[src/tsp_pkg.sv]
// Shared constants and types for the transaction stream port.
package tsp_pkg;
    localparam int DATA_W = 64;
    localparam int BUF_CNT_W = 6;
    localparam int BEAT_CNT_W = 8;
    localparam int PEND_W = 4;
    // Supported maximum payload in bytes and header allowance per packet.
    localparam int MPS_BYTES = 512;
    localparam int HDR_BYTES = 16;
    localparam int BEAT_BYTES = DATA_W / 8;
    localparam int TX_MAX_BEATS = (MPS_BYTES + HDR_BYTES) / BEAT_BYTES;
    // Block memory configuration: 0 selects the small store, 1 the large one.
    localparam int TX_BRAM_CFG = 1;
    localparam int TX_MEM_SMALL = 4096;
    localparam int TX_MEM_LARGE = 8192;
    localparam int TX_MEM_BYTES = (TX_BRAM_CFG != 0) ? TX_MEM_LARGE : TX_MEM_SMALL;
    localparam int TX_BUF_RAW = TX_MEM_BYTES / (MPS_BYTES + HDR_BYTES);
    localparam int TX_BUF_MAX = 63;
    localparam int TX_BUF_TOTAL = (TX_BUF_RAW > TX_BUF_MAX) ? TX_BUF_MAX : TX_BUF_RAW;
    localparam logic [BUF_CNT_W-1:0] TX_BUF_TOTAL_V = BUF_CNT_W'(TX_BUF_TOTAL);
    localparam logic [BEAT_CNT_W-1:0] TX_MAX_BEATS_V = BEAT_CNT_W'(TX_MAX_BEATS);
    // Remainder codes on a 64-bit end-of-frame beat (active low sense).
    localparam logic REM_FULL = 1'h0;
    localparam logic REM_UPPER = 1'h1;

    typedef struct packed {
        logic [DATA_W-1:0] data;
        logic sof;
        logic eof;
        logic rem;
        logic dsc;
        logic str;
        logic err;
    } tsp_beat_t;

    typedef enum logic [1:0] {
        TX_IDLE = 2'b00,
        TX_PKT = 2'b01,
        TX_DISCARD = 2'b10
    } tsp_tx_st_t;
endpackage : tsp_pkg

[src/tsp_link_if.sv]
// Interface joining the core end and the application end of the port.
`timescale 1ns/10ps
`default_nettype none
interface tsp_link_if;
    import tsp_pkg::*;
    logic [DATA_W-1:0] tx_packet_bus;
    logic tx_sof_n;
    logic tx_eof_n;
    logic tx_rem_n;
    logic tx_src_rdy_n;
    logic tx_dst_rdy_n;
    logic tx_discont_n;
    logic tx_streamed_n;
    logic tx_err_fwd_n;
    logic [BUF_CNT_W-1:0] tx_free_buffer_count;
    logic tx_err_drop_n;
    logic tx_cfg_req_n;
    logic tx_cfg_gnt_n;
    logic [DATA_W-1:0] rx_packet_bus;
    logic rx_sof_n;
    logic rx_eof_n;
    logic rx_rem_n;
    logic rx_src_rdy_n;
    logic rx_dst_rdy_n;

    modport core (
        input tx_packet_bus, tx_sof_n, tx_eof_n, tx_rem_n, tx_src_rdy_n,
        input tx_discont_n, tx_streamed_n, tx_err_fwd_n, tx_cfg_gnt_n, rx_dst_rdy_n,
        output tx_dst_rdy_n, tx_free_buffer_count, tx_err_drop_n, tx_cfg_req_n,
        output rx_packet_bus, rx_sof_n, rx_eof_n, rx_rem_n, rx_src_rdy_n
    );
    modport app (
        output tx_packet_bus, tx_sof_n, tx_eof_n, tx_rem_n, tx_src_rdy_n,
        output tx_discont_n, tx_streamed_n, tx_err_fwd_n, tx_cfg_gnt_n, rx_dst_rdy_n,
        input tx_dst_rdy_n, tx_free_buffer_count, tx_err_drop_n, tx_cfg_req_n,
        input rx_packet_bus, rx_sof_n, rx_eof_n, rx_rem_n, rx_src_rdy_n
    );
endinterface : tsp_link_if
`default_nettype wire

[src/tsp_core_end.sv]
// Core end of the transaction stream port: transmit checks and receive framing.
`timescale 1ns/10ps
`default_nettype none
module tsp_core_end
    import tsp_pkg::*;
(
    // Clock and reset.
    input wire logic mclk,
    input wire logic nrst,
    // Port towards the application.
    tsp_link_if.core lnk,
    // Outgoing beats towards the link.
    output logic lk_tx_valid,
    output logic [DATA_W-1:0] lk_tx_data,
    output logic lk_tx_sof,
    output logic lk_tx_eof,
    output logic lk_tx_rem,
    output logic lk_tx_go,
    output logic lk_tx_commit,
    output logic lk_tx_abort,
    output logic lk_tx_poison,
    output logic lk_int_sent,
    // Link side buffer return and internal packet posting.
    input wire logic lk_buf_release,
    input wire logic lk_int_post,
    // Incoming beats from the link.
    input wire logic lk_rx_valid,
    input wire logic [DATA_W-1:0] lk_rx_data,
    input wire logic lk_rx_sof,
    input wire logic lk_rx_eof,
    input wire logic lk_rx_upper,
    output logic lk_rx_ready
);
    typedef struct packed {
        tsp_tx_st_t st;
        logic [BEAT_CNT_W-1:0] beats;
        logic streamed;
        logic poison;
        logic [BUF_CNT_W-1:0] used;
        logic [BUF_CNT_W-1:0] free;
        logic [PEND_W-1:0] pend;
        logic req_gap;
        logic dst_rdy_n;
        logic drop_n;
        logic req_n;
        logic ltx_valid;
        logic [DATA_W-1:0] ltx_data;
        logic ltx_sof;
        logic ltx_eof;
        logic ltx_rem;
        logic ltx_go;
        logic ltx_commit;
        logic ltx_abort;
        logic ltx_poison;
        logic int_sent;
        logic rx_valid;
        logic [DATA_W-1:0] rx_data;
        logic rx_sof;
        logic rx_eof;
        logic rx_rem;
        logic rx_ready;
    } tsp_core_state_t;

    tsp_core_state_t st_reg;
    tsp_core_state_t st_next;

    always_comb begin
        logic acc;
        logic inc;
        logic dec;
        logic int_go;
        logic [BEAT_CNT_W-1:0] cnt;
        acc = 1'b0;
        inc = 1'b0;
        dec = 1'b0;
        int_go = 1'b0;
        cnt = '0;
        st_next = st_reg;
        st_next.drop_n = 1'b1;
        st_next.ltx_valid = 1'b0;
        st_next.ltx_go = 1'b0;
        st_next.ltx_commit = 1'b0;
        st_next.ltx_abort = 1'b0;
        st_next.int_sent = 1'b0;
        st_next.req_gap = 1'b0;
        acc = !lnk.tx_src_rdy_n && !st_reg.dst_rdy_n;
        cnt = st_reg.beats + 8'h01;
        unique case (st_reg.st)
            TX_IDLE: begin
                if (acc && !lnk.tx_sof_n) begin
                    st_next.beats = 8'h01;
                    st_next.streamed = !lnk.tx_streamed_n;
                    st_next.poison = !lnk.tx_err_fwd_n && lnk.tx_streamed_n;
                    st_next.ltx_valid = 1'b1;
                    st_next.ltx_sof = 1'b1;
                    st_next.ltx_eof = !lnk.tx_eof_n;
                    st_next.ltx_data = lnk.tx_packet_bus;
                    st_next.ltx_rem = lnk.tx_rem_n;
                    st_next.ltx_go = !lnk.tx_streamed_n;
                    if (!lnk.tx_eof_n) begin
                        st_next.ltx_commit = 1'b1;
                        st_next.ltx_go = 1'b1;
                        st_next.ltx_poison = !lnk.tx_err_fwd_n && lnk.tx_streamed_n;
                        inc = 1'b1;
                    end else begin
                        st_next.st = TX_PKT;
                    end
                end
            end
            TX_PKT: begin
                if (acc) begin
                    st_next.beats = cnt;
                    st_next.poison = st_reg.poison | (!lnk.tx_err_fwd_n && !st_reg.streamed);
                    if (cnt > TX_MAX_BEATS_V) begin
                        st_next.drop_n = 1'b0;
                        st_next.ltx_abort = 1'b1;
                        st_next.st = lnk.tx_eof_n ? TX_DISCARD : TX_IDLE;
                    end else begin
                        st_next.ltx_valid = 1'b1;
                        st_next.ltx_sof = 1'b0;
                        st_next.ltx_eof = !lnk.tx_eof_n;
                        st_next.ltx_data = lnk.tx_packet_bus;
                        st_next.ltx_rem = lnk.tx_eof_n ? REM_FULL : lnk.tx_rem_n;
                        if (!lnk.tx_eof_n) begin
                            st_next.st = TX_IDLE;
                            if (!lnk.tx_discont_n) begin
                                st_next.ltx_abort = 1'b1;
                            end else begin
                                st_next.ltx_commit = 1'b1;
                                st_next.ltx_go = !st_reg.streamed;
                                st_next.ltx_poison = st_next.poison;
                                inc = 1'b1;
                            end
                        end
                    end
                end else if (st_reg.streamed && !st_reg.dst_rdy_n) begin
                    st_next.drop_n = 1'b0;
                    st_next.ltx_abort = 1'b1;
                    st_next.st = TX_DISCARD;
                end
            end
            TX_DISCARD: begin
                if (acc && !lnk.tx_eof_n) begin
                    st_next.st = TX_IDLE;
                end
            end
            default: begin
                st_next.st = TX_IDLE;
            end
        endcase
        int_go = (st_reg.st == TX_IDLE) && !(acc && !lnk.tx_sof_n) && !st_reg.req_n
            && !lnk.tx_cfg_gnt_n && (st_reg.free != '0) && !inc;
        if (int_go) begin
            st_next.int_sent = 1'b1;
            st_next.req_gap = 1'b1;
            inc = 1'b1;
        end
        if (lk_int_post && !int_go && (st_reg.pend != 4'hF)) begin
            st_next.pend = st_reg.pend + 4'h1;
        end else if (int_go && !lk_int_post) begin
            st_next.pend = st_reg.pend - 4'h1;
        end
        // Request holds while no buffer frees.
        st_next.req_n = !((st_next.pend != '0) && !st_next.req_gap);
        dec = lk_buf_release && (st_reg.used != '0);
        st_next.used = st_reg.used + BUF_CNT_W'(inc) - BUF_CNT_W'(dec);
        st_next.free = TX_BUF_TOTAL_V - st_next.used;
        st_next.dst_rdy_n = (st_next.free == '0) && (st_next.st == TX_IDLE);
        // Receive holding slot; ready is registered so throughput is one beat per two cycles.
        if (st_reg.rx_valid && !lnk.rx_dst_rdy_n) begin
            st_next.rx_valid = 1'b0;
        end
        if (st_reg.rx_ready && lk_rx_valid) begin
            st_next.rx_valid = 1'b1;
            st_next.rx_data = lk_rx_data;
            st_next.rx_sof = lk_rx_sof;
            st_next.rx_eof = lk_rx_eof;
            st_next.rx_rem = (lk_rx_eof && lk_rx_upper) ? REM_UPPER : REM_FULL;
        end
        st_next.rx_ready = !st_next.rx_valid;
    end

    always_ff @(posedge mclk or negedge nrst) begin
        if (!nrst) begin
            st_reg <= '0;
            st_reg.st <= TX_IDLE;
            st_reg.free <= TX_BUF_TOTAL_V;
            st_reg.dst_rdy_n <= 1'b1;
            st_reg.drop_n <= 1'b1;
            st_reg.req_n <= 1'b1;
        end else begin
            st_reg <= st_next;
        end
    end

    assign lnk.tx_dst_rdy_n = st_reg.dst_rdy_n;
    assign lnk.tx_free_buffer_count = st_reg.free;
    assign lnk.tx_err_drop_n = st_reg.drop_n;
    assign lnk.tx_cfg_req_n = st_reg.req_n;
    assign lnk.rx_packet_bus = st_reg.rx_data;
    assign lnk.rx_sof_n = !(st_reg.rx_valid && st_reg.rx_sof);
    assign lnk.rx_eof_n = !(st_reg.rx_valid && st_reg.rx_eof);
    assign lnk.rx_rem_n = st_reg.rx_rem;
    assign lnk.rx_src_rdy_n = !st_reg.rx_valid;
    assign lk_tx_valid = st_reg.ltx_valid;
    assign lk_tx_data = st_reg.ltx_data;
    assign lk_tx_sof = st_reg.ltx_sof;
    assign lk_tx_eof = st_reg.ltx_eof;
    assign lk_tx_rem = st_reg.ltx_rem;
    assign lk_tx_go = st_reg.ltx_go;
    assign lk_tx_commit = st_reg.ltx_commit;
    assign lk_tx_abort = st_reg.ltx_abort;
    assign lk_tx_poison = st_reg.ltx_poison;
    assign lk_int_sent = st_reg.int_sent;
    assign lk_rx_ready = st_reg.rx_ready;
endmodule : tsp_core_end
`default_nettype wire

[src/flat_wrapper.sv]
// flat-port wrapper written by rule: the top's interface ports become plain ports
module tsp_core_end_flat import tsp_pkg::*;
  (mclk, nrst, lk_tx_valid, lk_tx_data, lk_tx_sof, lk_tx_eof, lk_tx_rem, lk_tx_go, lk_tx_commit, lk_tx_abort, lk_tx_poison, lk_int_sent, lk_buf_release, lk_int_post, lk_rx_valid, lk_rx_data, lk_rx_sof, lk_rx_eof, lk_rx_upper, lk_rx_ready, lnk_tx_packet_bus, lnk_tx_sof_n, lnk_tx_eof_n, lnk_tx_rem_n, lnk_tx_src_rdy_n, lnk_tx_discont_n, lnk_tx_streamed_n, lnk_tx_err_fwd_n, lnk_tx_cfg_gnt_n, lnk_rx_dst_rdy_n, lnk_tx_dst_rdy_n, lnk_tx_free_buffer_count, lnk_tx_err_drop_n, lnk_tx_cfg_req_n, lnk_rx_packet_bus, lnk_rx_sof_n, lnk_rx_eof_n, lnk_rx_rem_n, lnk_rx_src_rdy_n);
  tsp_link_if lnk_i ();
  input wire logic mclk;
  input wire logic nrst;
  output logic lk_tx_valid;
  output logic [DATA_W-1:0] lk_tx_data;
  output logic lk_tx_sof;
  output logic lk_tx_eof;
  output logic lk_tx_rem;
  output logic lk_tx_go;
  output logic lk_tx_commit;
  output logic lk_tx_abort;
  output logic lk_tx_poison;
  output logic lk_int_sent;
  input wire logic lk_buf_release;
  input wire logic lk_int_post;
  input wire logic lk_rx_valid;
  input wire logic [DATA_W-1:0] lk_rx_data;
  input wire logic lk_rx_sof;
  input wire logic lk_rx_eof;
  input wire logic lk_rx_upper;
  output logic lk_rx_ready;
  input wire logic [$bits(lnk_i.tx_packet_bus)-1:0] lnk_tx_packet_bus;
  input wire logic [$bits(lnk_i.tx_sof_n)-1:0] lnk_tx_sof_n;
  input wire logic [$bits(lnk_i.tx_eof_n)-1:0] lnk_tx_eof_n;
  input wire logic [$bits(lnk_i.tx_rem_n)-1:0] lnk_tx_rem_n;
  input wire logic [$bits(lnk_i.tx_src_rdy_n)-1:0] lnk_tx_src_rdy_n;
  input wire logic [$bits(lnk_i.tx_discont_n)-1:0] lnk_tx_discont_n;
  input wire logic [$bits(lnk_i.tx_streamed_n)-1:0] lnk_tx_streamed_n;
  input wire logic [$bits(lnk_i.tx_err_fwd_n)-1:0] lnk_tx_err_fwd_n;
  input wire logic [$bits(lnk_i.tx_cfg_gnt_n)-1:0] lnk_tx_cfg_gnt_n;
  input wire logic [$bits(lnk_i.rx_dst_rdy_n)-1:0] lnk_rx_dst_rdy_n;
  output wire logic [$bits(lnk_i.tx_dst_rdy_n)-1:0] lnk_tx_dst_rdy_n;
  output wire logic [$bits(lnk_i.tx_free_buffer_count)-1:0] lnk_tx_free_buffer_count;
  output wire logic [$bits(lnk_i.tx_err_drop_n)-1:0] lnk_tx_err_drop_n;
  output wire logic [$bits(lnk_i.tx_cfg_req_n)-1:0] lnk_tx_cfg_req_n;
  output wire logic [$bits(lnk_i.rx_packet_bus)-1:0] lnk_rx_packet_bus;
  output wire logic [$bits(lnk_i.rx_sof_n)-1:0] lnk_rx_sof_n;
  output wire logic [$bits(lnk_i.rx_eof_n)-1:0] lnk_rx_eof_n;
  output wire logic [$bits(lnk_i.rx_rem_n)-1:0] lnk_rx_rem_n;
  output wire logic [$bits(lnk_i.rx_src_rdy_n)-1:0] lnk_rx_src_rdy_n;
  assign lnk_i.tx_packet_bus = lnk_tx_packet_bus;
  assign lnk_i.tx_sof_n = lnk_tx_sof_n;
  assign lnk_i.tx_eof_n = lnk_tx_eof_n;
  assign lnk_i.tx_rem_n = lnk_tx_rem_n;
  assign lnk_i.tx_src_rdy_n = lnk_tx_src_rdy_n;
  assign lnk_i.tx_discont_n = lnk_tx_discont_n;
  assign lnk_i.tx_streamed_n = lnk_tx_streamed_n;
  assign lnk_i.tx_err_fwd_n = lnk_tx_err_fwd_n;
  assign lnk_i.tx_cfg_gnt_n = lnk_tx_cfg_gnt_n;
  assign lnk_i.rx_dst_rdy_n = lnk_rx_dst_rdy_n;
  assign lnk_tx_dst_rdy_n = lnk_i.tx_dst_rdy_n;
  assign lnk_tx_free_buffer_count = lnk_i.tx_free_buffer_count;
  assign lnk_tx_err_drop_n = lnk_i.tx_err_drop_n;
  assign lnk_tx_cfg_req_n = lnk_i.tx_cfg_req_n;
  assign lnk_rx_packet_bus = lnk_i.rx_packet_bus;
  assign lnk_rx_sof_n = lnk_i.rx_sof_n;
  assign lnk_rx_eof_n = lnk_i.rx_eof_n;
  assign lnk_rx_rem_n = lnk_i.rx_rem_n;
  assign lnk_rx_src_rdy_n = lnk_i.rx_src_rdy_n;
  tsp_core_end u_core (.mclk(mclk), .nrst(nrst), .lnk(lnk_i), .lk_tx_valid(lk_tx_valid), .lk_tx_data(lk_tx_data), .lk_tx_sof(lk_tx_sof), .lk_tx_eof(lk_tx_eof), .lk_tx_rem(lk_tx_rem), .lk_tx_go(lk_tx_go), .lk_tx_commit(lk_tx_commit), .lk_tx_abort(lk_tx_abort), .lk_tx_poison(lk_tx_poison), .lk_int_sent(lk_int_sent), .lk_buf_release(lk_buf_release), .lk_int_post(lk_int_post), .lk_rx_valid(lk_rx_valid), .lk_rx_data(lk_rx_data), .lk_rx_sof(lk_rx_sof), .lk_rx_eof(lk_rx_eof), .lk_rx_upper(lk_rx_upper), .lk_rx_ready(lk_rx_ready));
endmodule
[config.mk]
export PLATFORM = sky130hd
export DESIGN_NAME = tsp_core_end_flat
export DESIGN_NICKNAME = d
export VERILOG_FILES = /design/src/tsp_pkg.sv /design/src/tsp_link_if.sv /design/src/tsp_core_end.sv /design/src/flat_wrapper.sv
export SDC_FILE = /design/constraint.sdc
export NUM_CORES = 1
export LEC_CHECK = 0
export ABC_AREA = 1
export BUFFER_PORTS_ARGS = -buffer_cell sky130_fd_sc_hd__buf_4
export CORE_MARGIN = 4
export CORE_UTILIZATION = 50
export CTS_BUF_LIST = sky130_fd_sc_hd__clkbuf_16
export DETAILED_ROUTE_END_ITERATION = 6
export GPL_ROUTABILITY_DRIVEN = 0
export PLACE_DENSITY_LB_ADDON = 0.15
export SYNTH_ARGS = -nofsm -noshare
export SYNTH_HDL_FRONTEND = slang
export SYNTH_SLANG_ARGS = --single-unit
[constraint.sdc]
create_clock -name mclk -period 3.95 [get_ports mclk]
set_input_delay 0 -clock mclk [delete_from_list [all_inputs] [get_ports mclk]]
set_output_delay 0 -clock mclk [all_outputs]
set_load 0.02 [all_outputs]
== Word level (Yosys, flattened, before mapping) ==
Index checks and enable logic that the tools add are counted.
Storage, ports and cells
  flip-flop bits (word level): 173
  output and inout port bits: 151
Cells by class
  $add $sub $neg: 6
  order comparisons: 1
  eq/ne operators: 9
  multiplexer cells: 50
  bitwise gates (word level): 1
  reduce and logical (&&, ||, !) cells: 53
Operators with widths (count)
  70-bit 2-to-1 mux: 3
  70-bit one-hot mux with 2 select lines: 1
  68-bit 2-to-1 mux: 1
  1-bit 2-to-1 mux: 26
  1-bit logical AND: 22
  1-bit zero test: 20
  2-bit 2-to-1 mux: 9
  8-bit one-hot mux with 2 select lines: 1
  12-bit 2-to-1 mux: 1
  4-bit 2-to-1 mux: 3
  6-bit nonzero test: 2
  2-bit != test (second input constant): 5
  8-bit by 1-bit adder with 8-bit output (second input constant): 1
  8-bit by 7-bit > comparator with 1-bit output (second input constant): 1
  8-bit 2-to-1 mux: 1
  7-bit AND reduction: 1
  6-bit by 1-bit adder with 6-bit output: 1
  6-bit zero test: 1
  1-bit one-hot mux with 2 select lines: 3
  2-bit one-hot mux with 3 select lines: 1
  4-bit by 6-bit subtractor with 6-bit output (first input constant): 1
  6-bit by 1-bit subtractor with 6-bit output: 1
  4-bit by 1-bit adder with 4-bit output (second input constant): 1
  2-bit zero test: 2
  11 further kinds: 11

== Logic depth before layout (Yosys ltp) ==
Gate-level depths: netlist (run 1).
  depth in word-level cells: 16
  depth in mapped cells: 24

== Least setup slack after synthesis (run 1) ==
No wires, ideal clock.
  kind: flip-flop to flip-flop
  start point: reg u_core.st_reg[164] in the netlist's numbering
  end point: reg u_core.st_reg, in the netlist u_core.lnk.tx_dst_rdy_n
  setup time: 0.067 ns
  arrival time: 2.966 ns
  data required time: 3.883 ns
  slack: 0.917 ns
  stages on the path, launching flop included: 21
  path buffers: 0
  path through: dfrtp_1 -> ha_1 -> nand3_1 -> nor2_1 -> xor2_1 -> nand2_1 -> nand2_1 -> inv_1 -> nand3_1 -> nand3_1 -> ha_1 -> fa_1 -> a21oi_1 -> o21bai_1 -> xor2_1 -> inv_1 -> ha_1 -> nand3_1 -> nor3_1 -> nand2_1 -> nor2_1
RTL lines
  from (decl): RTL line tsp_core_end.sv:64  | tsp_core_state_t st_reg;
  from (signal assigned): RTL line tsp_core_end.sv:192  | st_reg <= st_next;

==> run summary, run 1 <==
Status - completed
Syn Inst Count - 946
Share of cells above drive strength 1 - 27.5%
GR Util met2 - 42.8%
Most common cell after layout, fill and taps aside - nand2_1
Post-Route WL - 22600 um
Most frequent cells in the layout - 451 x nand2_1, 298 x buf_4, 165 x dfrtp_1
CTS Buf Count - 17
Initial Util - 50.9%
Vias in the first global route - 7116
Hold WC Path Type - primary input to flip-flop
Inst Count DP - 1299
Initial DRC count - 377
Worst skew pair latency - 420 ps
GRT Total Usage - 25.0%
Worst Path Arrival - 3900 ps
Final count of pins violating max slew - 0
Max Clock Skew - 8.24 ps
Core Area - 0.0158 mm2
Die W - 135 um
Drt via density - 4.65
CTS HTree Levels - 4
Power per cell area - 664 mW/mm2
# DRC - 0
Clock buffer depth - 2
Antenna Nets Post-Route - 0
Antenna violations before repair - 1
CTS tree - built
Clock Pin Slew Worst Setup and Hold Paths - 60 ps
Final Cycle Share - 89.6%
Yosys top cell area share - 51.3%
Crit Path Category - flip-flop to flip-flop
Fillers - 1154
Crit. End Element - flip-flop
Worst Hold Launch - lnk_tx_src_rdy_n
Clock Sink Count - 172
Final std cells w/o fill - 1475
Area Growth Syn to Fin - 41.9%
Post-layout min period - 3540 ps
Fmax - 0.282 GHz
Area contributors post-synth - dfrtp_1 51%, nand2_1 21%, buf_4 13%
Largest net degree at the start of global routing - 95
Register area share after synthesis - 53.5%
Synth warn - 0
Die height - 135 um
Distinct cells, synth - 29
CTS root buf - clkbuf_16
First-pass GRT wire length - 36300 um
Worst slew margin - 25.4%
CP Launch Type - flip-flop
Cell taking the most area after synthesis - dfrtp_1
Nets - 1404
Full die area - 0.0182 mm2
Final global-route overflow total - 0
Post-Syn Area per Cell - 8.52 um2
Max_cap viols - 0
P_leak - 0.00622 uW
VDD IR max - 483 uV
Met1 GRT Util - 29.4%
Crit path from - u_core.st_reg[164]$_DFFE_PN0P_
I/O Pins - 296
R2r startpoint - u_core.st_reg[164]$_DFFE_PN0P_
Busiest grt layer - met2
Final Hold Fails - 0
Site row count - 46
Avg WL per Cell - 15.3 um
# port buffers - 295
Slew @ Worst Pin - 1120 ps
DP Wirelength - 14300 um
Grt met3 use - 7.79%
Final Setup Violations - 0
Critical Path RT - 4310 ps
RSZ-0062 raised after global routing - no
Synth Cell Area - 0.00806 mm2
DR pass1 iterations - 5
Setup TNS - 0 ps
Syn Nets - 1105
Critical path fanouts, max - 8
Flops & latches, synth - 172
Vias - 6853
-- metal layers --
metal	part of all wire (%)	up-vias
li1	-	3338
met1	39	3216
met2	51	250
met3	7.8	49
met4	3.1	0
met5	0	-
-- synthesized netlist by cell type --
| cell | count |
|---|---|
| nand2_1 | 452 |
| a21oi_1 | 4 |
| nor2_1 | 24 |
| xor2_1 | 10 |
| o21ai_2 | 1 |
| inv_2 | 5 |
| o21ai_1 | 2 |
| nand4_1 | 3 |
| xnor2_1 | 1 |
| buf_2 | 1 |
| clkbuf_1 | 16 |
| dfrtp_1 | 165 |
| nand3_1 | 21 |
| fa_1 | 1 |
| a31oi_1 | 1 |
| o22ai_1 | 2 |
| buf_4 | 140 |
| nor3_1 | 1 |
| a22o_1 | 1 |
| inv_1 | 45 |
| nor2_2 | 1 |
| o31ai_1 | 1 |
| o21ai_0 | 18 |
| o21a_1 | 2 |
| dfstp_2 | 7 |
| buf_6 | 3 |
| o21bai_1 | 2 |
| buf_1 | 3 |
| ha_1 | 13 |
-- critical path, stage by stage (launching register included) --
cell	delay (ps)
dfrtp_1	500
ha_1	260
nand3_1	120
nor2_1	150
xor2_1	200
nand2_1	90
nand2_1	150
inv_1	80
nand3_1	130
nand3_1	100
ha_1	230
fa_1	410
a21oi_1	170
o21bai_1	90
xor2_1	160
inv_1	70
ha_1	150
nand3_1	80
nor3_1	190
nand2_1	80
nor2_1	90
-- path summary, 6_finish.rpt --
kind,end,slack (ps),cells after the start
setup / recovery,u_core.lnk.tx_dst_rdy_n$_DFF_PN1_,410,20
hold / removal,u_core.lnk.tx_err_drop_n$_DFF_PN1_,110,6
setup reg to reg,u_core.lnk.tx_dst_rdy_n$_DFF_PN1_,410,20
hold reg to reg,u_core.lk_tx_data[3]$_DFFE_PN0P_,470,2
max in group asynchronous,u_core.lnk.tx_err_drop_n$_DFF_PN1_,2750,3
min in group asynchronous,u_core.lk_tx_data[46]$_DFFE_PN0P_,170,2
-- where the power goes --
part	total, uW	internal (uW)	switching (uW)
registers	2770	2400	369
clock network	1560	865	698
logic	3260	1320	1940
total	7590	4580	3010
-- what timing repair did --
action                    CTS  global route
buffers inserted            0             0
resized for setup           0             0
hold buffers              143             0
hold endpoints to repair  221             0
-- final cells by class --
class	count	area [um2]	area share (%)
tap	216	270	2.36
sequential	172	4310	37.7
multi-input combinational	561	2400	21.0
timing repair buffer	443	3700	32.4
antenna	1	2.50	0.0219
inverter	50	188	1.64
clock buffer	17	425	3.72
clock inverter	15	125	1.09
-- per-stage QoR --
stage / setup WS [ps] / area, um2 / hold slack [ps] / utilization (%) / total power [uW]
2_1_floorplan: 917 / 8060 / -296 / - / 5190
6_report: 409 / 11400 / 110 / 72.2 / 7590
3_3_place_gp: 593 / 9440 / 83.9 / 59.7 / 5830
3_5_place_dp: 487 / 9440 / 86.1 / 59.7 / 5890
5_1_grt: 13.2 / 11400 / 114 / 72.2 / 8080
4_1_cts: 402 / 11400 / 88.3 / 72.2 / 7610
-- kinds of logic after synthesis --
logic type,after synthesis,share of synthesized area (%)
compound gates,34,2.41
xor+xnor,11,1.20
fa+ha+maj,14,2.27
buf+inv,213,16.7
flops,172,53.5
simple gates,502,23.9
(Power assumes the default switching activity.)
==> run 2: changes to the inputs <==
CORE_MARGIN = 5   (was 4)
CORE_UTILIZATION = 25   (was 50)
GPL_TIMING_DRIVEN = 0   (was not set)
==> run summary, run 2 (synthesis results as in run 1) <==
CTS tree - built (unchanged)
Worst Path Arrival - 3870 ps (was 3900 ps)
Worst Hold Launch - lnk_tx_src_rdy_n (unchanged)
I/O Pins - 296 (unchanged)
Share of cells above drive strength 1 - 34.0% (was 27.5%)
DP Wirelength - 17700 um (was 14300 um)
Most frequent cells in the layout - 452 x nand2_1, 433 x buf_4, 164 x dfrtp_1 (was 451 x nand2_1, 298 x buf_4, 165 x dfrtp_1)
Most common cell after layout, fill and taps aside - nand2_1 (unchanged)
Power per cell area - 659 mW/mm2 (was 664 mW/mm2)
# port buffers - 294 (was 295)
Reg2Reg Capture Point - u_core.lnk.tx_dst_rdy_n$_DFF_PN1_ (unchanged)
CP Launch Type - flip-flop (unchanged)
CTS root buf - clkbuf_16 (unchanged)
First-pass GRT wire length - 38700 um (was 36300 um)
Worst slew margin - 53.0% (was 25.4%)
Max Clock Skew - 12.8 ps (was 8.24 ps)
Post-Route WL - 24100 um (was 22600 um)
DR pass1 iterations - 5 (unchanged)
Fillers - 3225 (was 1154)
Antenna violations before repair - 0 (was 1)
CTS HTree Levels - 4 (unchanged)
Ant diodes - 0 (was 1)
Most frequent CP cell - nand3_1 (unchanged)
VDD IR max - 337 uV (was 483 uV)
Full die area - 0.0359 mm2 (was 0.0182 mm2)
Site row count - 65 (was 46)
P_leak - 0.00699 uW (was 0.00622 uW)
Initial DRC count - 275 (was 377)
Crit. End Element - flip-flop (unchanged)
Crit-path cells - ha_1 -> nand3_1 -> nor2_1 -> xor2_1 -> nand2_1 -> nand2_1 -> inv_1 -> nand3_1 -> nand3_1 -> ha_1 -> fa_1 -> a21oi_1 -> o21bai_1 -> xor2_1 -> inv_1 -> ha_1 -> nand3_1 -> nor3_1 -> nand2_1 -> nor2_1 (unchanged)
Busiest grt layer - met2 (unchanged)
Status - completed (unchanged)
Final Setup Violations - 0 (unchanged)
Hold Path Stages - 6 (unchanged)
Grt met3 use - 3.89% (was 7.79%)
Hold WC Path Type - primary input to flip-flop (unchanged)
Vias - 7151 (was 6853)
Vias in the first global route - 7432 (was 7116)
Clock Sink Count - 172 (unchanged)
GRT Total Usage - 13.5% (was 25.0%)
Final count of pins violating max slew - 0 (unchanged)
Core Area - 0.0317 mm2 (was 0.0158 mm2)
Avg WL per Cell - 13.2 um (was 15.3 um)
Die W - 190 um (was 135 um)
Max_cap viols - 0 (unchanged)
FF-to-FF setup slack - 460 ps (was 410 ps)
Fmax - 0.286 GHz (was 0.282 GHz)
Final global-route overflow total - 0 (unchanged)
Final Cycle Share - 88.5% (was 89.6%)
Clock Pin Slew Worst Setup and Hold Paths - 70 ps (was 60 ps)
R2r startpoint - u_core.st_reg[164]$_DFFE_PN0P_ (unchanged)
CTS Buf Count - 17 (unchanged)
Area Growth Syn to Fin - 59.4% (was 41.9%)
Largest net degree at the start of global routing - 91 (was 95)
Final Hold Fails - 0 (unchanged)
CP peak stage delay - 440 ps (was 500 ps)
RSZ-0062 raised after global routing - no (unchanged)
Drt via density - 3.93 (was 4.65)
Critical Path RT - 4320 ps (was 4310 ps)
Setup Buffers After CTS - 0 (unchanged)
# DRC - 0 (unchanged)
Antenna Nets Post-Route - 0 (unchanged)
Critical path fanouts, max - 8 (unchanged)
Slowest-stage cell, CP - dfrtp_2 (was dfrtp_1)
Crit Path Category - flip-flop to flip-flop (unchanged)
Worst R2R Path Depth - 20 (unchanged)
Setup TNS - 0 ps (unchanged)
Nets - 1562 (was 1404)
Initial Util - 25.4% (was 50.9%)
Worst Hold End - u_core.lnk.tx_err_drop_n$_DFF_PN1_ (unchanged)
Post-layout min period - 3490 ps (was 3540 ps)
Met1 GRT Util - 16.8% (was 29.4%)
Hold WS - 88.2 ps (was 110 ps)
Slew @ Worst Pin - 706 ps (was 1120 ps)
GR Util met2 - 22.6% (was 42.8%)
Clock buffer depth - 2 (unchanged)
Die height - 190 um (was 135 um)
Worst skew pair latency - 440 ps (was 420 ps)
## run 2: cell types whose count changed in the layout (fill, tap and decap cells not counted), moves of 2 or more
cell / delta
buf_1: +3
buf_4: +135
buf_6: +2
bufinv_16: +3
clkbuf_1: +16
clkinvlp_4: -4
inv_1: +2
inv_6: -3
## run 2: routing by layer
metal,up-vias,share of wire [%]
met4,0,1.4
met1,3298,45
met3,19,5.8
met5,-,0
met2,180,48
li1,3654,-
## run 2: critical path: cells and delay by family (launching register included)
| kind | cells | cell delay (ps) |
|---|---|---|
| AND/OR/NAND/NOR | 10 | 1220 |
| AO/OA/AOI/OAI | 2 | 260 |
| buffers and inverters | 2 | 130 |
| flip-flops | 1 | 440 |
| XOR/XNOR | 2 | 360 |
| adder cells (fa/ha/maj) | 4 | 1000 |
## run 2: power by group
part,switching [uW],internal (uW),total (uW)
Clock,738,1050,1790
Sequential,340,2400,2740
Combinational,2030,1900,3930
Total,3110,5350,8460
## run 2: worst max path at each step
stage,from,to,cells after the start
floorplan,u_core.st_reg[164]$_DFFE_PN0P_,u_core.lnk.tx_dst_rdy_n$_DFF_PN1_,20
global placement,u_core.st_reg[164]$_DFFE_PN0P_,u_core.lnk.tx_dst_rdy_n$_DFF_PN1_,20
detailed placement,u_core.st_reg[164]$_DFFE_PN0P_,u_core.lnk.tx_dst_rdy_n$_DFF_PN1_,20
CTS,u_core.st_reg[164]$_DFFE_PN0P_,u_core.lnk.tx_dst_rdy_n$_DFF_PN1_,20
global route,u_core.st_reg[164]$_DFFE_PN0P_,u_core.lnk.tx_dst_rdy_n$_DFF_PN1_,20
finish,u_core.st_reg[164]$_DFFE_PN0P_,u_core.lnk.tx_dst_rdy_n$_DFF_PN1_,20
## run 2: layout make-up
cell class / count / area [um2] / area share [%]
Sequential cell: 172 / 4310 / 33.6
Timing Repair Buffer: 438 / 3670 / 28.6
Multi-Input combinational cell: 561 / 2390 / 18.6
Buffer: 163 / 1160 / 9.04
Tap cell: 402 / 503 / 3.92
Clock buffer: 17 / 425 / 3.31
Inverter: 50 / 188 / 1.46
Clock inverter: 15 / 183 / 1.42
## run 2: timing repair
action                                  in CTS  in global routing
resized for setup                            0                  1
hold buffers                               143                  0
hold endpoints to repair                   228                  0
endpoints found under the setup margin       0                  1
## run 2: per-stage QoR
step	power (uW)	worst slack, ps	cell area, um2	util, %	std cells
2_1_floorplan	5190	917	8060	-	946
3_3_place_gp	6630	315	10800	33.9	1642
3_5_place_dp	6650	318	10800	34.1	1643
4_1_cts	8630	294	12800	40.5	1818
5_1_grt	9090	59.6	12800	40.5	1818
6_report	8460	455	12800	40.5	1818
